===== src/core/emb_params.svh =====
// Constants of the external memory bus sequencer
`ifndef EMB_PARAMS_SVH
`define EMB_PARAMS_SVH
// ========================================
// Register byte offsets
`define EMB_OFS_CTRL 12'h000
`define EMB_OFS_PAD 12'h004
`define EMB_OFS_PMD 12'h008
`define EMB_OFS_STAT 12'h00c
// ========================================
// Field positions
`define EMB_CTRL_DIS_BIT 7
`define EMB_CTRL_WAIT_HI 5
`define EMB_CTRL_WAIT_LO 4
`define EMB_CTRL_WM_HI 1
`define EMB_CTRL_WM_LO 0
`define EMB_PAD_PU_HI 7
`define EMB_PAD_PU_LO 5
`define EMB_PMD_BUS_BIT 0
// ========================================
// Writable masks and reset values
`define EMB_CTRL_WMASK 8'hb3
`define EMB_CTRL_RESET 8'h30
`define EMB_PAD_WMASK 8'he6
`define EMB_PAD_RESET 8'h00
`define EMB_PMD_RESET 8'h00
// ========================================
// Write mode codes and timing
`define EMB_WM_BYTE_WRITE 2'b00
`define EMB_WM_BYTE_SELECT 2'b01
`define EMB_TICKS_PER_TCY 4'h4
`endif


===== src/core/emb_pkg.sv =====
// Types of the external memory bus sequencer
package emb_pkg;
  // ========================================
  // Access kinds and sequencer states
  typedef enum logic [1:0] {EMB_FETCH, EMB_TABLE_READ, EMB_TABLE_WRITE_OP} emb_kind_t;
  typedef enum logic [2:0] {ST_IDLE, ST_ADDR, ST_DATA, ST_DATA2, ST_END, ST_WAIT} emb_state_t;
  // ========================================
  // Core request
  typedef struct packed {
    emb_kind_t kind;
    logic [20:0] table_pointer;
    logic [7:0] table_latch_reg;
  } emb_req_t;
  // ========================================
  // Bus pins
  typedef struct packed {
    logic [15:0] ad_out;
    logic [1:0] ad_oe;
    logic [3:0] addr_upper;
    logic ale;
    logic oe_n;
    logic ce_n;
    logic write_high_strobe_n;
    logic write_low_strobe_n;
    logic byte_address_bit;
    logic upper_byte_select_n;
    logic lower_byte_select_n;
  } emb_pins_t;
  // ========================================
  // Whole state of the top module
  typedef struct packed {
    emb_state_t state;
    emb_req_t req;
    logic [7:0] hold;
    logic [3:0] wcnt;
    logic [7:0] ctrl;
    logic [7:0] pad;
    logic [7:0] pmd;
    logic [15:0] rdata;
    emb_pins_t pins;
    logic req_ready;
    logic rsp_valid;
    logic gpio_mode;
    logic [2:0] pullup_en;
    logic pready;
    logic pslverr;
    logic [31:0] prdata;
  } emb_st_t;
  typedef struct packed {
    logic [2:0] cnt;
    logic tick;
  } emb_div_t;
endpackage


===== src/core/emb_tick_div.sv =====
// Bus phase tick divider for the selected core clock rate
`timescale 1ns/1ps
module emb_tick_div (
  // Clock and reset
  input wire logic core_clk,
  input wire logic rst_n,
  // Rate select, tick every 2**sel clocks
  input wire logic [1:0] sel,
  output logic tick
);
  emb_pkg::emb_div_t st;
  emb_pkg::emb_div_t nx;
  logic [2:0] limit;

  // ========================================
  // Divider
  always_comb
  begin
    limit = 3'((4'h1 << sel) - 4'h1);
    nx = st;
    nx.tick = 1'b0;
    if (st.cnt >= limit)
    begin
      nx.cnt = 3'h0;
      nx.tick = 1'b1;
    end
    else
    begin
      nx.cnt = st.cnt + 3'h1;
    end
  end

  always_ff @(posedge core_clk or negedge rst_n)
  begin
    if (!rst_n)
    begin
      st <= '0;
    end
    else
    begin
      st <= nx;
    end
  end

  assign tick = st.tick;
endmodule


===== src/core/emb_seq.sv =====
// External memory bus sequencer with APB register file
//
// The implementer's own choices: the APB register port and the register addresses.
`timescale 1ns/1ps
`include "emb_params.svh"
module emb_seq (
  // Clock and reset
  input wire logic core_clk,
  input wire logic rst_n,
  // Configuration and power state
  input wire logic bus_width_8,
  input wire logic wait_cfg_en,
  input wire logic [1:0] clk_slow_sel,
  input wire logic power_sleep,
  input wire logic power_idle,
  // Core request and answer
  input wire logic req_valid,
  input wire emb_pkg::emb_req_t req_in,
  output logic req_ready,
  output logic rsp_valid,
  output logic [15:0] rsp_data,
  // External bus pins
  input wire logic [15:0] ad_in,
  output emb_pkg::emb_pins_t pins,
  output logic gpio_mode,
  output logic [2:0] pullup_en,
  // APB slave
  input wire logic psel,
  input wire logic penable,
  input wire logic pwrite,
  input wire logic [11:0] paddr,
  input wire logic [31:0] pwdata,
  input wire logic [3:0] pstrb,
  output logic pready,
  output logic [31:0] prdata,
  output logic pslverr
);
  localparam emb_pkg::emb_pins_t PIN_IDLE = '{ad_out: 16'h0000, ad_oe: 2'b00,
    addr_upper: 4'h0, ale: 1'b0, oe_n: 1'b1, ce_n: 1'b1, write_high_strobe_n: 1'b1,
    write_low_strobe_n: 1'b1, byte_address_bit: 1'b0, upper_byte_select_n: 1'b1,
    lower_byte_select_n: 1'b1};

  emb_pkg::emb_st_t st;
  emb_pkg::emb_st_t nx;
  logic [1:0] rst_ff;
  logic rst_sync_n;
  logic tick;
  logic pd;
  logic bus_off;
  logic ext_bus_disable;
  logic [1:0] delay_cycles;
  logic [1:0] write_mode;
  logic is_read;
  logic is_table;
  logic word_even;
  logic [31:0] rd_mux;
  logic unmapped;

  // ========================================
  // Reset release
  always_ff @(posedge core_clk or negedge rst_n)
  begin
    if (!rst_n)
      rst_ff <= 2'b00;
    else
      rst_ff <= {rst_ff[0], 1'b1};
  end
  assign rst_sync_n = rst_ff[1];
  // Slower run clocks only stretch the tick, so wait states scale too
  emb_tick_div u_div (
    .core_clk(core_clk),
    .rst_n(rst_sync_n),
    .sel(clk_slow_sel),
    .tick(tick)
  );

  // ========================================
  // Decoded fields
  assign pd = power_sleep | power_idle;
  assign bus_off = st.pmd[`EMB_PMD_BUS_BIT];
  assign ext_bus_disable = st.ctrl[`EMB_CTRL_DIS_BIT];
  assign delay_cycles = st.ctrl[`EMB_CTRL_WAIT_HI:`EMB_CTRL_WAIT_LO];
  assign write_mode = st.ctrl[`EMB_CTRL_WM_HI:`EMB_CTRL_WM_LO];
  assign is_read = st.req.kind != emb_pkg::EMB_TABLE_WRITE_OP;
  assign is_table = st.req.kind != emb_pkg::EMB_FETCH;
  assign word_even = req_in.kind == emb_pkg::EMB_TABLE_WRITE_OP && !bus_width_8 &&
    write_mode[1] && !req_in.table_pointer[0];

  // ========================================
  // Pin levels for a given state
  function automatic emb_pkg::emb_pins_t drive_pins(input emb_pkg::emb_state_t s,
    input emb_pkg::emb_req_t r, input logic [7:0] hold, input logic m8,
    input logic [1:0] wm);
    emb_pkg::emb_pins_t p;
    logic lsb;
    logic wr;
    p = PIN_IDLE;
    lsb = r.table_pointer[0];
    wr = r.kind == emb_pkg::EMB_TABLE_WRITE_OP;
    if (s != emb_pkg::ST_IDLE)
    begin
      p.ce_n = 1'b0;
      p.addr_upper = r.table_pointer[20:17];
      p.byte_address_bit = wr & lsb;
      p.upper_byte_select_n = 1'b0;
      p.lower_byte_select_n = 1'b0;
    end
    case (s)
      emb_pkg::ST_ADDR:
      begin
        p.ale = 1'b1;
        p.ad_out = r.table_pointer[16:1];
        p.ad_oe = 2'b11;
      end
      emb_pkg::ST_DATA, emb_pkg::ST_DATA2:
      begin
        if (!wr)
        begin
          // Eight bit width: second byte follows with byte bit set
          p.oe_n = 1'b0;
          p.byte_address_bit = m8 && s == emb_pkg::ST_DATA2;
        end
        else
        begin
          p.ad_out = {r.table_latch_reg, r.table_latch_reg};
          p.ad_oe = 2'b11;
          if (m8)
            p.write_low_strobe_n = 1'b0;
          else if (wm[1] && lsb)
          begin
            p.ad_out = {r.table_latch_reg, hold};
            p.write_high_strobe_n = 1'b0;
          end
          else if (wm[1])
            p.ad_oe = 2'b00;
          else
          begin
            p.upper_byte_select_n = !lsb;
            p.lower_byte_select_n = lsb;
            if (wm == `EMB_WM_BYTE_WRITE && !lsb)
              p.write_low_strobe_n = 1'b0;
            else
              p.write_high_strobe_n = 1'b0;
          end
        end
      end
      default: ;
    endcase
    return p;
  endfunction
  // ========================================
  // Register read mux
  always_comb
  begin
    unmapped = 1'b0;
    rd_mux = 32'h0000_0000;
    case (paddr)
      `EMB_OFS_CTRL: rd_mux = {24'h000000, st.ctrl};
      `EMB_OFS_PAD: rd_mux = {24'h000000, st.pad};
      `EMB_OFS_PMD: rd_mux = {24'h000000, st.pmd};
      `EMB_OFS_STAT: rd_mux = {16'h0000, st.hold, 5'h00, pd, st.gpio_mode,
        st.state != emb_pkg::ST_IDLE};
      default: unmapped = 1'b1;
    endcase
  end

  // ========================================
  // Next state
  always_comb
  begin
    nx = st;
    nx.rsp_valid = 1'b0;
    nx.pready = 1'b0;
    nx.pslverr = 1'b0;
    if (psel && !penable)
    begin
      nx.pready = 1'b1;
      nx.prdata = rd_mux;
      nx.pslverr = unmapped;
    end
    if (psel && penable && st.pready && pwrite && pstrb[0])
      case (paddr)
        `EMB_OFS_CTRL: nx.ctrl = pwdata[7:0] & `EMB_CTRL_WMASK;
        `EMB_OFS_PAD: nx.pad = pwdata[7:0] & `EMB_PAD_WMASK;
        `EMB_OFS_PMD: nx.pmd = pwdata[7:0];
        default: ;
      endcase
    if (!pd)
    begin
      case (st.state)
        emb_pkg::ST_IDLE:
          if (req_valid && st.req_ready)
          begin
            nx.req = req_in;
            nx.state = emb_pkg::ST_ADDR;
            if (word_even)
              nx.hold = req_in.table_latch_reg;
          end
        emb_pkg::ST_ADDR:
          if (tick)
            nx.state = emb_pkg::ST_DATA;
        emb_pkg::ST_DATA:
          if (tick)
          begin
            nx.state = emb_pkg::ST_DATA2;
            if (bus_width_8)
              nx.rdata[7:0] = ad_in[7:0];
          end
        emb_pkg::ST_DATA2:
          if (tick)
          begin
            nx.state = emb_pkg::ST_END;
            nx.rdata = bus_width_8 ? {ad_in[7:0], st.rdata[7:0]} : ad_in;
            nx.rsp_valid = 1'b1;
          end
        emb_pkg::ST_END:
          if (tick && is_table && wait_cfg_en && delay_cycles != 2'b00)
          begin
            nx.state = emb_pkg::ST_WAIT;
            nx.wcnt = 4'(delay_cycles * `EMB_TICKS_PER_TCY) - 4'h1;
          end
          else if (tick)
            nx.state = emb_pkg::ST_IDLE;
        emb_pkg::ST_WAIT:
          if (tick && st.wcnt == 4'h0)
            nx.state = emb_pkg::ST_IDLE;
          else if (tick)
            nx.wcnt = st.wcnt - 4'h1;
        default: nx.state = emb_pkg::ST_IDLE;
      endcase
      nx.pins = drive_pins(nx.state, nx.req, nx.hold, bus_width_8, write_mode);
    end
    else
    begin
      // Frozen, only chip enable and the byte selects are parked inactive
      nx.pins.ce_n = 1'b1;
      nx.pins.upper_byte_select_n = 1'b1;
      nx.pins.lower_byte_select_n = 1'b1;
    end
    nx.req_ready = nx.state == emb_pkg::ST_IDLE && !pd && !bus_off;
    nx.gpio_mode = nx.state == emb_pkg::ST_IDLE && (ext_bus_disable || bus_off);
    nx.pullup_en = nx.pad[`EMB_PAD_PU_HI:`EMB_PAD_PU_LO];
  end

  always_ff @(posedge core_clk or negedge rst_sync_n)
  begin
    if (!rst_sync_n)
    begin
      st <= '0;
      st.state <= emb_pkg::ST_IDLE;
      st.ctrl <= `EMB_CTRL_RESET;
      st.pad <= `EMB_PAD_RESET;
      st.pmd <= `EMB_PMD_RESET;
      st.pins <= PIN_IDLE;
    end
    else
      st <= nx;
  end
  // ========================================
  // Outputs
  assign req_ready = st.req_ready;
  assign rsp_valid = st.rsp_valid;
  assign rsp_data = st.rdata;
  assign pins = st.pins;
  assign gpio_mode = st.gpio_mode;
  assign pullup_en = st.pullup_en;
  assign pready = st.pready;
  assign prdata = st.prdata;
  assign pslverr = st.pslverr;

  logic wr_now;
  logic data_now;
  // Parked chip enable marks pins still frozen from a suspend
  assign wr_now = st.req.kind == emb_pkg::EMB_TABLE_WRITE_OP && !bus_width_8;
  assign data_now = st.state == emb_pkg::ST_DATA && !pd && !st.pins.ce_n;
endmodule


===== config.mk =====
export PLATFORM = sky130hd
export DESIGN_NAME = emb_seq
export DESIGN_NICKNAME = d
export VERILOG_FILES = /design/src/core/emb_pkg.sv /design/src/core/emb_tick_div.sv /design/src/core/emb_seq.sv
export VERILOG_INCLUDE_DIRS = /design/src /design/src/core
export SDC_FILE = /design/constraint.sdc
export NUM_CORES = 1
export LEC_CHECK = 0
export BUFFER_PORTS_ARGS = -buffer_cell sky130_fd_sc_hd__buf_2
export CORE_ASPECT_RATIO = 1.5
export CORE_MARGIN = 5
export CORE_UTILIZATION = 48
export CTS_BUF_LIST = sky130_fd_sc_hd__clkbuf_16
export DETAILED_ROUTE_END_ITERATION = 6
export GPL_ROUTABILITY_DRIVEN = 0
export GPL_TIMING_DRIVEN = 0
export PLACE_DENSITY_LB_ADDON = 0.1
export SETUP_SLACK_MARGIN = 0.5
export SYNTH_ARGS = -nofsm -noshare
export SYNTH_HDL_FRONTEND = slang
export SYNTH_SLANG_ARGS = --single-unit

===== constraint.sdc =====
create_clock -name core_clk -period 3.85 [get_ports core_clk]
set_input_delay 0.385 -clock core_clk [delete_from_list [all_inputs] [get_ports core_clk]]
set_output_delay 0.385 -clock core_clk [all_outputs]
set_load 0.05 [all_outputs]

==> results of run 1 <==
-- state kept, by name, summed over array words and instances, names as in the netlist, 2 cells and up --
signal / flops
pins: 29
delay_cycles: 2
prdata: 16
st: 60
rsp_data: 16
rst_ff: 2
u_div.st: 3
-- routing by layer --
layer  vias up  GRT usage  wire length (µm)
li1       2472          -                 -
met1      2566     0.2481              6788
met2       170     0.3588              8740
met3        31    0.05622              1171
met4         2    0.08123               494
met5         -          0                 7
-- area by class of cell --
cell class | instances | area, µm²
diodes | 1 | 2.502
clock buffers | 17 | 425.4
multi-input cells | 378 | 2785
inverters | 13 | 48.80
repair buffers | 151 | 805.8
fillers | 1237 | 5450
plain buffers | 107 | 726.9
flip-flops and latches | 136 | 3417
well taps | 192 | 240.2
clock inverters | 15 | 156.4
-- cells by family after synthesis --
| family | share of synthesized area |
|---|---|
| mux | 0.1700 |
| flops | 0.4934 |
| simple gates | 0.09296 |
| compound gates | 0.1152 |
| xor+xnor | 0.002533 |
| fa+ha+maj | 0.01266 |
| other cells | 0.001086 |
| buf+inv | 0.1121 |
-- layout by cell type, fill, tap and decap left out, drive strengths merged, types with 4 or more instances in the layout --
master,instances
buf,239
o22a,10
o21ai,23
nand2b,4
a21oi,29
ha,7
clkbuf,35
o221ai,9
inv,15
a22o,8
nand3,7
dfstp,8
o31ai,7
mux2,74
nor2b,8
clkinv,7
clkinvlp,4
nor2,32
dfrtp,128
conb,17
mux2i,32
o211ai,10
nor3,7
nand2,47
-- power by group through the flow --
stage               Combinational (W)  Clock (W)  Sequential [W]
floorplan                     0.00143          0         0.00192
CTS                           0.00184    0.00161         0.00193
finish                        0.00183    0.00158         0.00193
detailed placement            0.00183          0         0.00196
global placement              0.00176          0         0.00196
global route                  0.00197    0.00169         0.00197
-- through the flow --
| step | cells | total power (W) |
|---|---|---|
| detailed placement | 976 | 0.003791 |
| CTS | 1009 | 0.005382 |
| finish | 1010 | 0.005347 |
| global placement | 974 | 0.003721 |
| global route | 1009 | 0.005625 |
| floorplan | 634 | 0.003353 |
-- critical path, cell delays in order, from the launching register on --
cell	delay, ns
dfrtp_1	0.31
buf_2	0.21
mux2_2	0.37
nor3_2	0.62
nand2_1	0.44
o221ai_1	0.30
-- final timing paths --
| kind | start | to | slack (ns) | cells after the start |
|---|---|---|---|---|
| max in group asynchronous | rst_ff[1] | pins[4] | 2.99 | 1 |
| max | st[153] | pins[24] | 1.51 | 5 |
| min reg2reg | rst_ff[1] | pins[10] | 0.22 | 0 |
| max reg2reg | st[153] | pins[24] | 1.51 | 5 |
| min in group asynchronous | rst_ff[1] | pins[10] | 0.22 | 0 |
| min | pwdata[3] | st[89] | 0.21 | 2 |
==> results.md, run 1 <==
- Outcome: finished clean
- 1st-iter DRT viols: 219
- Initial core utilization: 0.4921
- Vias in the first global route: 5,406
- Max-cap violations: 0
- Synth area leaders: dfrtp_1 (46%), mux2_2 (12%), buf_4 (9.1%), mux2i_1 (4.6%), dfstp_2 (3.0%)
- Final Hold Slack: 0.2055 ns
- RSZ-0062 raised after global routing: no
- Final Max Tran Viols: 0
- TritonRoute pass-1 iters: 4
- Switching share of power: 0.3643
- Critical path required time: 4.17 ns
- Final Hold Fails: 0
- Via Count: 5,241
- Setup_tns: 0 ns
- PortBufs: 148
- Most common cell in the synthesized netlist: dfrtp_1
- Clk root buf: clkbuf_16
- Std cell rows: 53
- Die Y: 157.0 µm
- Num CTS Buffers: 17
- Post-synthesis register bit count: 136
- Final WL: 17.20 mm
- Cell count after synthesis: 619
- Library cells used by synthesis: 62
- Final Instance Area: 8608 µm²
- Global route total overflow: 0
- Final min period: 2.344 ns
- Worst-path clk slew: 0.06 ns
- Period utilization: 0.6088
- Final ANT Viol Nets: 0
- Worst skew pair latency: 0.42 ns
- H-tree Lvls: 4
- Synth top area share: 0.4630
- Clock group share of total power: 0.296
- Final Setup Violations: 0
- Largest net degree at the start of global routing: 62
- Flop pwr share: 0.361
- Fin nets: 918
- Setup repair bufs after CTS: 0
- Drt drc: 0
- Cts hold-fix bufs: 1
- Worst min-delay path class: input port to flip-flop
- Initial antenna violation count: 1
- Die W: 108.0 µm
- Post-Place Cell Area: 8014 µm²
- DP Wirelength: 12.99 mm
- Share of cells above drive strength 1: 0.4492
- Leakage: 4.318 nW
- Area leader, netlist: dfrtp_1
- Gate power share: 0.343
- Post-CTS resize count: 0
- Mapped cell area: 6918 µm²
- Post-synthesis sequential area ratio: 0.4934
- Net Sw Power: 0.001948 W
- Crit path kind: flip-flop to flip-flop
- Vias per cell: 5.189
- Synthesis Warnings: 0
- Post-layout util: 0.6123
- Total power divided by cell area: 621.1 nW/µm²
- Post-Place Setup Slack: 1.386 ns
- Pint: 0.003399 W
- Mean Syn Cell Area: 11.18 µm²
- Fmax achieved: 426.6 MHz
- CTS Sinks: 136
- Critical path arrival: 2.67 ns
- Worst rel slew slack: 0.4466
- Critical Path Fanout Max: 10
- Clk_skew: 0.007998 ns
- Dominant register cell in the synthesized netlist: dfrtp_1
- Core area: 14,060 µm²
- Total die area: 16,960 µm²
- First-pass GRT wire length: 27.68 mm
- Commonest cells in the netlist: dfrtp_1 (128), buf_4 (84), mux2_2 (74)
- Num ports: 193
- Startpoint types: flip-flop
- Number of flops mapped to enable cells by yosys: 0
- Crit path capture type: flip-flop
- CTS tree: done
- Clock buffer depth: 2
- Post-synth ARST share: 1.000
- Mean routed wirelength per cell: 17.03 µm
- Least-Margin Pin Slew: 0.8238 ns
- Area delta synth->final: 24.43%
- Overall global routing resource usage: 0.2087
- Final worst slack: 1.506 ns
- Max rail drop VDD: 0.0002970 V
Power figures use the tool's default switching activity.
==> run 2: changes to the inputs <==
- CORE_UTILIZATION: 48 -> 50
- clock period: 3.85 -> 2.2 ns (I/O delays scaled with it)
==> run 2 against run 1 <==
Combinational power up 130%. Core utilization up 10 points. Critical path type unchanged. Cell count up 2.0%. Sequential share of layout area down 4.5 points. Sequential cell count unchanged. First-iteration DRC count up 14%. Via count up 6.9%. Clock skew up 0.00098 ns. Worst setup slack worse by 1.4 ns. Fmax up 14%. Non-clock buffer count up 50.
==> results.md, run 2 (synthesis gave the netlist of run 1 again) <==
- Outcome: finished clean
- Std cell rows: 52 (-1.9%)
- RSZ-0062 raised after global routing: yes
- 1st-iter DRT viols: 249 (+14%)
- Worst rel slew slack: 0.5125 (+0.06586)
- Net Sw Power: 0.003781 W (+94%)
- Core area: 13,530 µm² (-3.7%)
- Final Hold Fails: 0 (unchanged)
- Global route total overflow: 0 (unchanged)
- Switching share of power: 0.3588 (-0.005506)
- Pint: 0.006757 W (+99%)
- Final ANT Viol Nets: 0 (unchanged)
- Crit-path slowest cell: dfrtp_2
- Leakage: 4.821 nW (+12%)
- Critical Path Fanout Max: 10 (unchanged)
- Fmax achieved: 485.4 MHz (+14%)
- Crit path capture type: flip-flop
- Vias in the first global route: 5,918 (+9.5%)
- CTS Sinks: 136 (unchanged)
- Final Instance Area: 9704 µm² (+13%)
- Die W: 106.0 µm (-1.8%)
- Worst min-delay path class: input port to flip-flop
- Die Y: 154.1 µm (-1.9%)
- Final WL: 19.56 mm (+14%)
- Share of cells above drive strength 1: 0.5427 (+0.09352)
- Vias per cell: 5.442 (+4.9%)
- Largest net degree at the start of global routing: 58 (-6.5%)
- Commonest non-fill, non-tap cell in the layout: buf_2
- Gate power share: 0.395 (+0.052)
- Max rail drop VDD: 0.0007406 V (+150%)
- Routed wire length on met2: 10.79 mm (+23%)
- Most flops, register: st
- Commonest non-fill, non-tap cells in the layout: buf_2 (147), dfrtp_1 (125), buf_4 (113), nand2_1 (44), mux2_2 (39)
- Clock group share of total power: 0.276 (-0.020)
- H-tree Lvls: 4 (unchanged)
- Cell mode on critical path: buf_12
- DP Wirelength: 13.26 mm (+2.1%)
- Initial antenna violation count: 2 (+1)
- Max reg flops: 60 (unchanged)
- DR top layer: met4
- Total power divided by cell area: 1086 nW/µm² (+75%)
- Least-Margin Pin Slew: 0.7313 ns (-0.09246 ns)
- PortBufs: 148 (unchanged)
- Num CTS Buffers: 17 (unchanged)
- Fin nets: 968 (+5.4%)
- Critical path arrival: 2.34 ns (-0.33 ns)
- Crit path kind: flip-flop to flip-flop
- Flop pwr share: 0.329 (-0.032)
- TritonRoute pass-1 iters: 4 (unchanged)
- Num ports: 193 (unchanged)
- Met3 Routed Length: 1.039 mm (-11%)
- Period utilization: 0.9365 (+0.3277)
- Worst-path clk slew: 0.06 ns (about the same)
- Startpoint types: flip-flop
- Clock buffer depth: 2 (unchanged)
- Mean routed wirelength per cell: 18.99 µm (+11%)
- Overall global routing resource usage: 0.2310 (+0.02230)
- Final Hold Slack: 0.04417 ns (-0.1613 ns)
- Post-Place Cell Area: 8118 µm² (+1.3%)
- Via Count: 5,605 (+6.9%)
- Area delta synth->final: 40.28%
- Regs by FF count: st (60), pins (29)
- Wire length on met1: 7.222 mm (+6.4%)
- Setup_tns: 0 ns (unchanged)
- Total die area: 16,340 µm² (-3.7%)
- CTS tree: done
- Final Setup Violations: 0 (unchanged)
- Drt drc: 0 (unchanged)
- Final min period: 2.060 ns (-0.2836 ns)
- CP cell instances: or3_4 -> nor2_4 -> buf_12 -> buf_12 -> clkbuf_16 -> mux2i_2 -> o221ai_1
- Initial core utilization: 0.5112 (+0.01911)
- Max-cap violations: 0 (unchanged)
- Final Max Tran Viols: 0 (unchanged)
- Clk root buf: clkbuf_16
- CP max stage delay: 0.47 ns (-0.15 ns)
- First-pass GRT wire length: 29.98 mm (+8.3%)
- Worst skew pair latency: 0.42 ns (about the same)
- Clk_skew: 0.008981 ns (+0.0009827 ns)
- Critical path required time: 2.48 ns (-1.69 ns)
run 2: layout make-up:
class	count	area, µm²
Fill cell	958	3829
Sequential cell	136	3420
Multi-Input combinational cell	378	3274
Timing Repair Buffer	201	1329
Buffer	107	832.0
Clock buffer	17	425.4
Tap cell	162	202.7
Clock inverter	14	167.7
Inverter	13	48.80
Antenna cell	2	5.005
run 2: path summary, 6_finish.rpt:
kind,startpoint,end,slack [ns],cells after the start
setup / recovery,st[154],pins[22],0.14,7
setup reg to reg,st[154],pins[22],0.14,7
hold reg to reg,rst_ff[1],st[142],0.27,0
max in group asynchronous,rst_ff[1],delay_cycles[0],0.94,2
min in group asynchronous,rst_n,rst_ff[1],0.11,2
hold / removal,pwdata[3],st[89],0.04,2
run 2: power by group through the flow:
stage | combinational, W | clock [W] | sequential (W)
floorplan | 0.00262 | 0 | 0.00338
global placement | 0.00324 | 0 | 0.00343
detailed placement | 0.00337 | 0 | 0.00344
CTS | 0.00369 | 0.00295 | 0.00343
global route | 0.00441 | 0.00307 | 0.00352
finish | 0.00416 | 0.00291 | 0.00347
run 2: repair_timing:
action / in CTS / in global routing
gates resized for setup: 53 / 84
endpoints found under the setup margin: 118 / 109
buffers inserted: 23 / 24
pin swaps: 16 / 22
hold endpoints to repair: 2 / 0
hold buffers: 1 / 0
cloned: 1 / 2
run 2: layer usage:
layer / global-route usage / up-vias
met5: 0 / -
met3: 0.04866 / 36
met4: 0.07840 / 0
met2: 0.4358 / 186
li1: - / 2575
met1: 0.2538 / 2808
run 2: metrics by stage:
stage,utilization,cells,setup WS [ns],power (W)
floorplan,-,634,0.3543,0.005996
global placement,0.5958,944,-0.02857,0.006673
detailed placement,0.5999,946,-0.06344,0.006804
CTS,0.6763,1002,0.2063,0.01007
global route,0.7171,1030,0.07644,0.01100
finish,0.7171,1030,0.1398,0.01054
run 2: critical path, delay by kind of cell (launching register included):
kind / cells / cell delay [ns]
multiplexers: 1 / 0.27
AO/OA/AOI/OAI: 1 / 0.15
buffers and inverters: 3 / 0.44
AND/OR/NAND/NOR: 2 / 0.58
flip-flops: 1 / 0.47
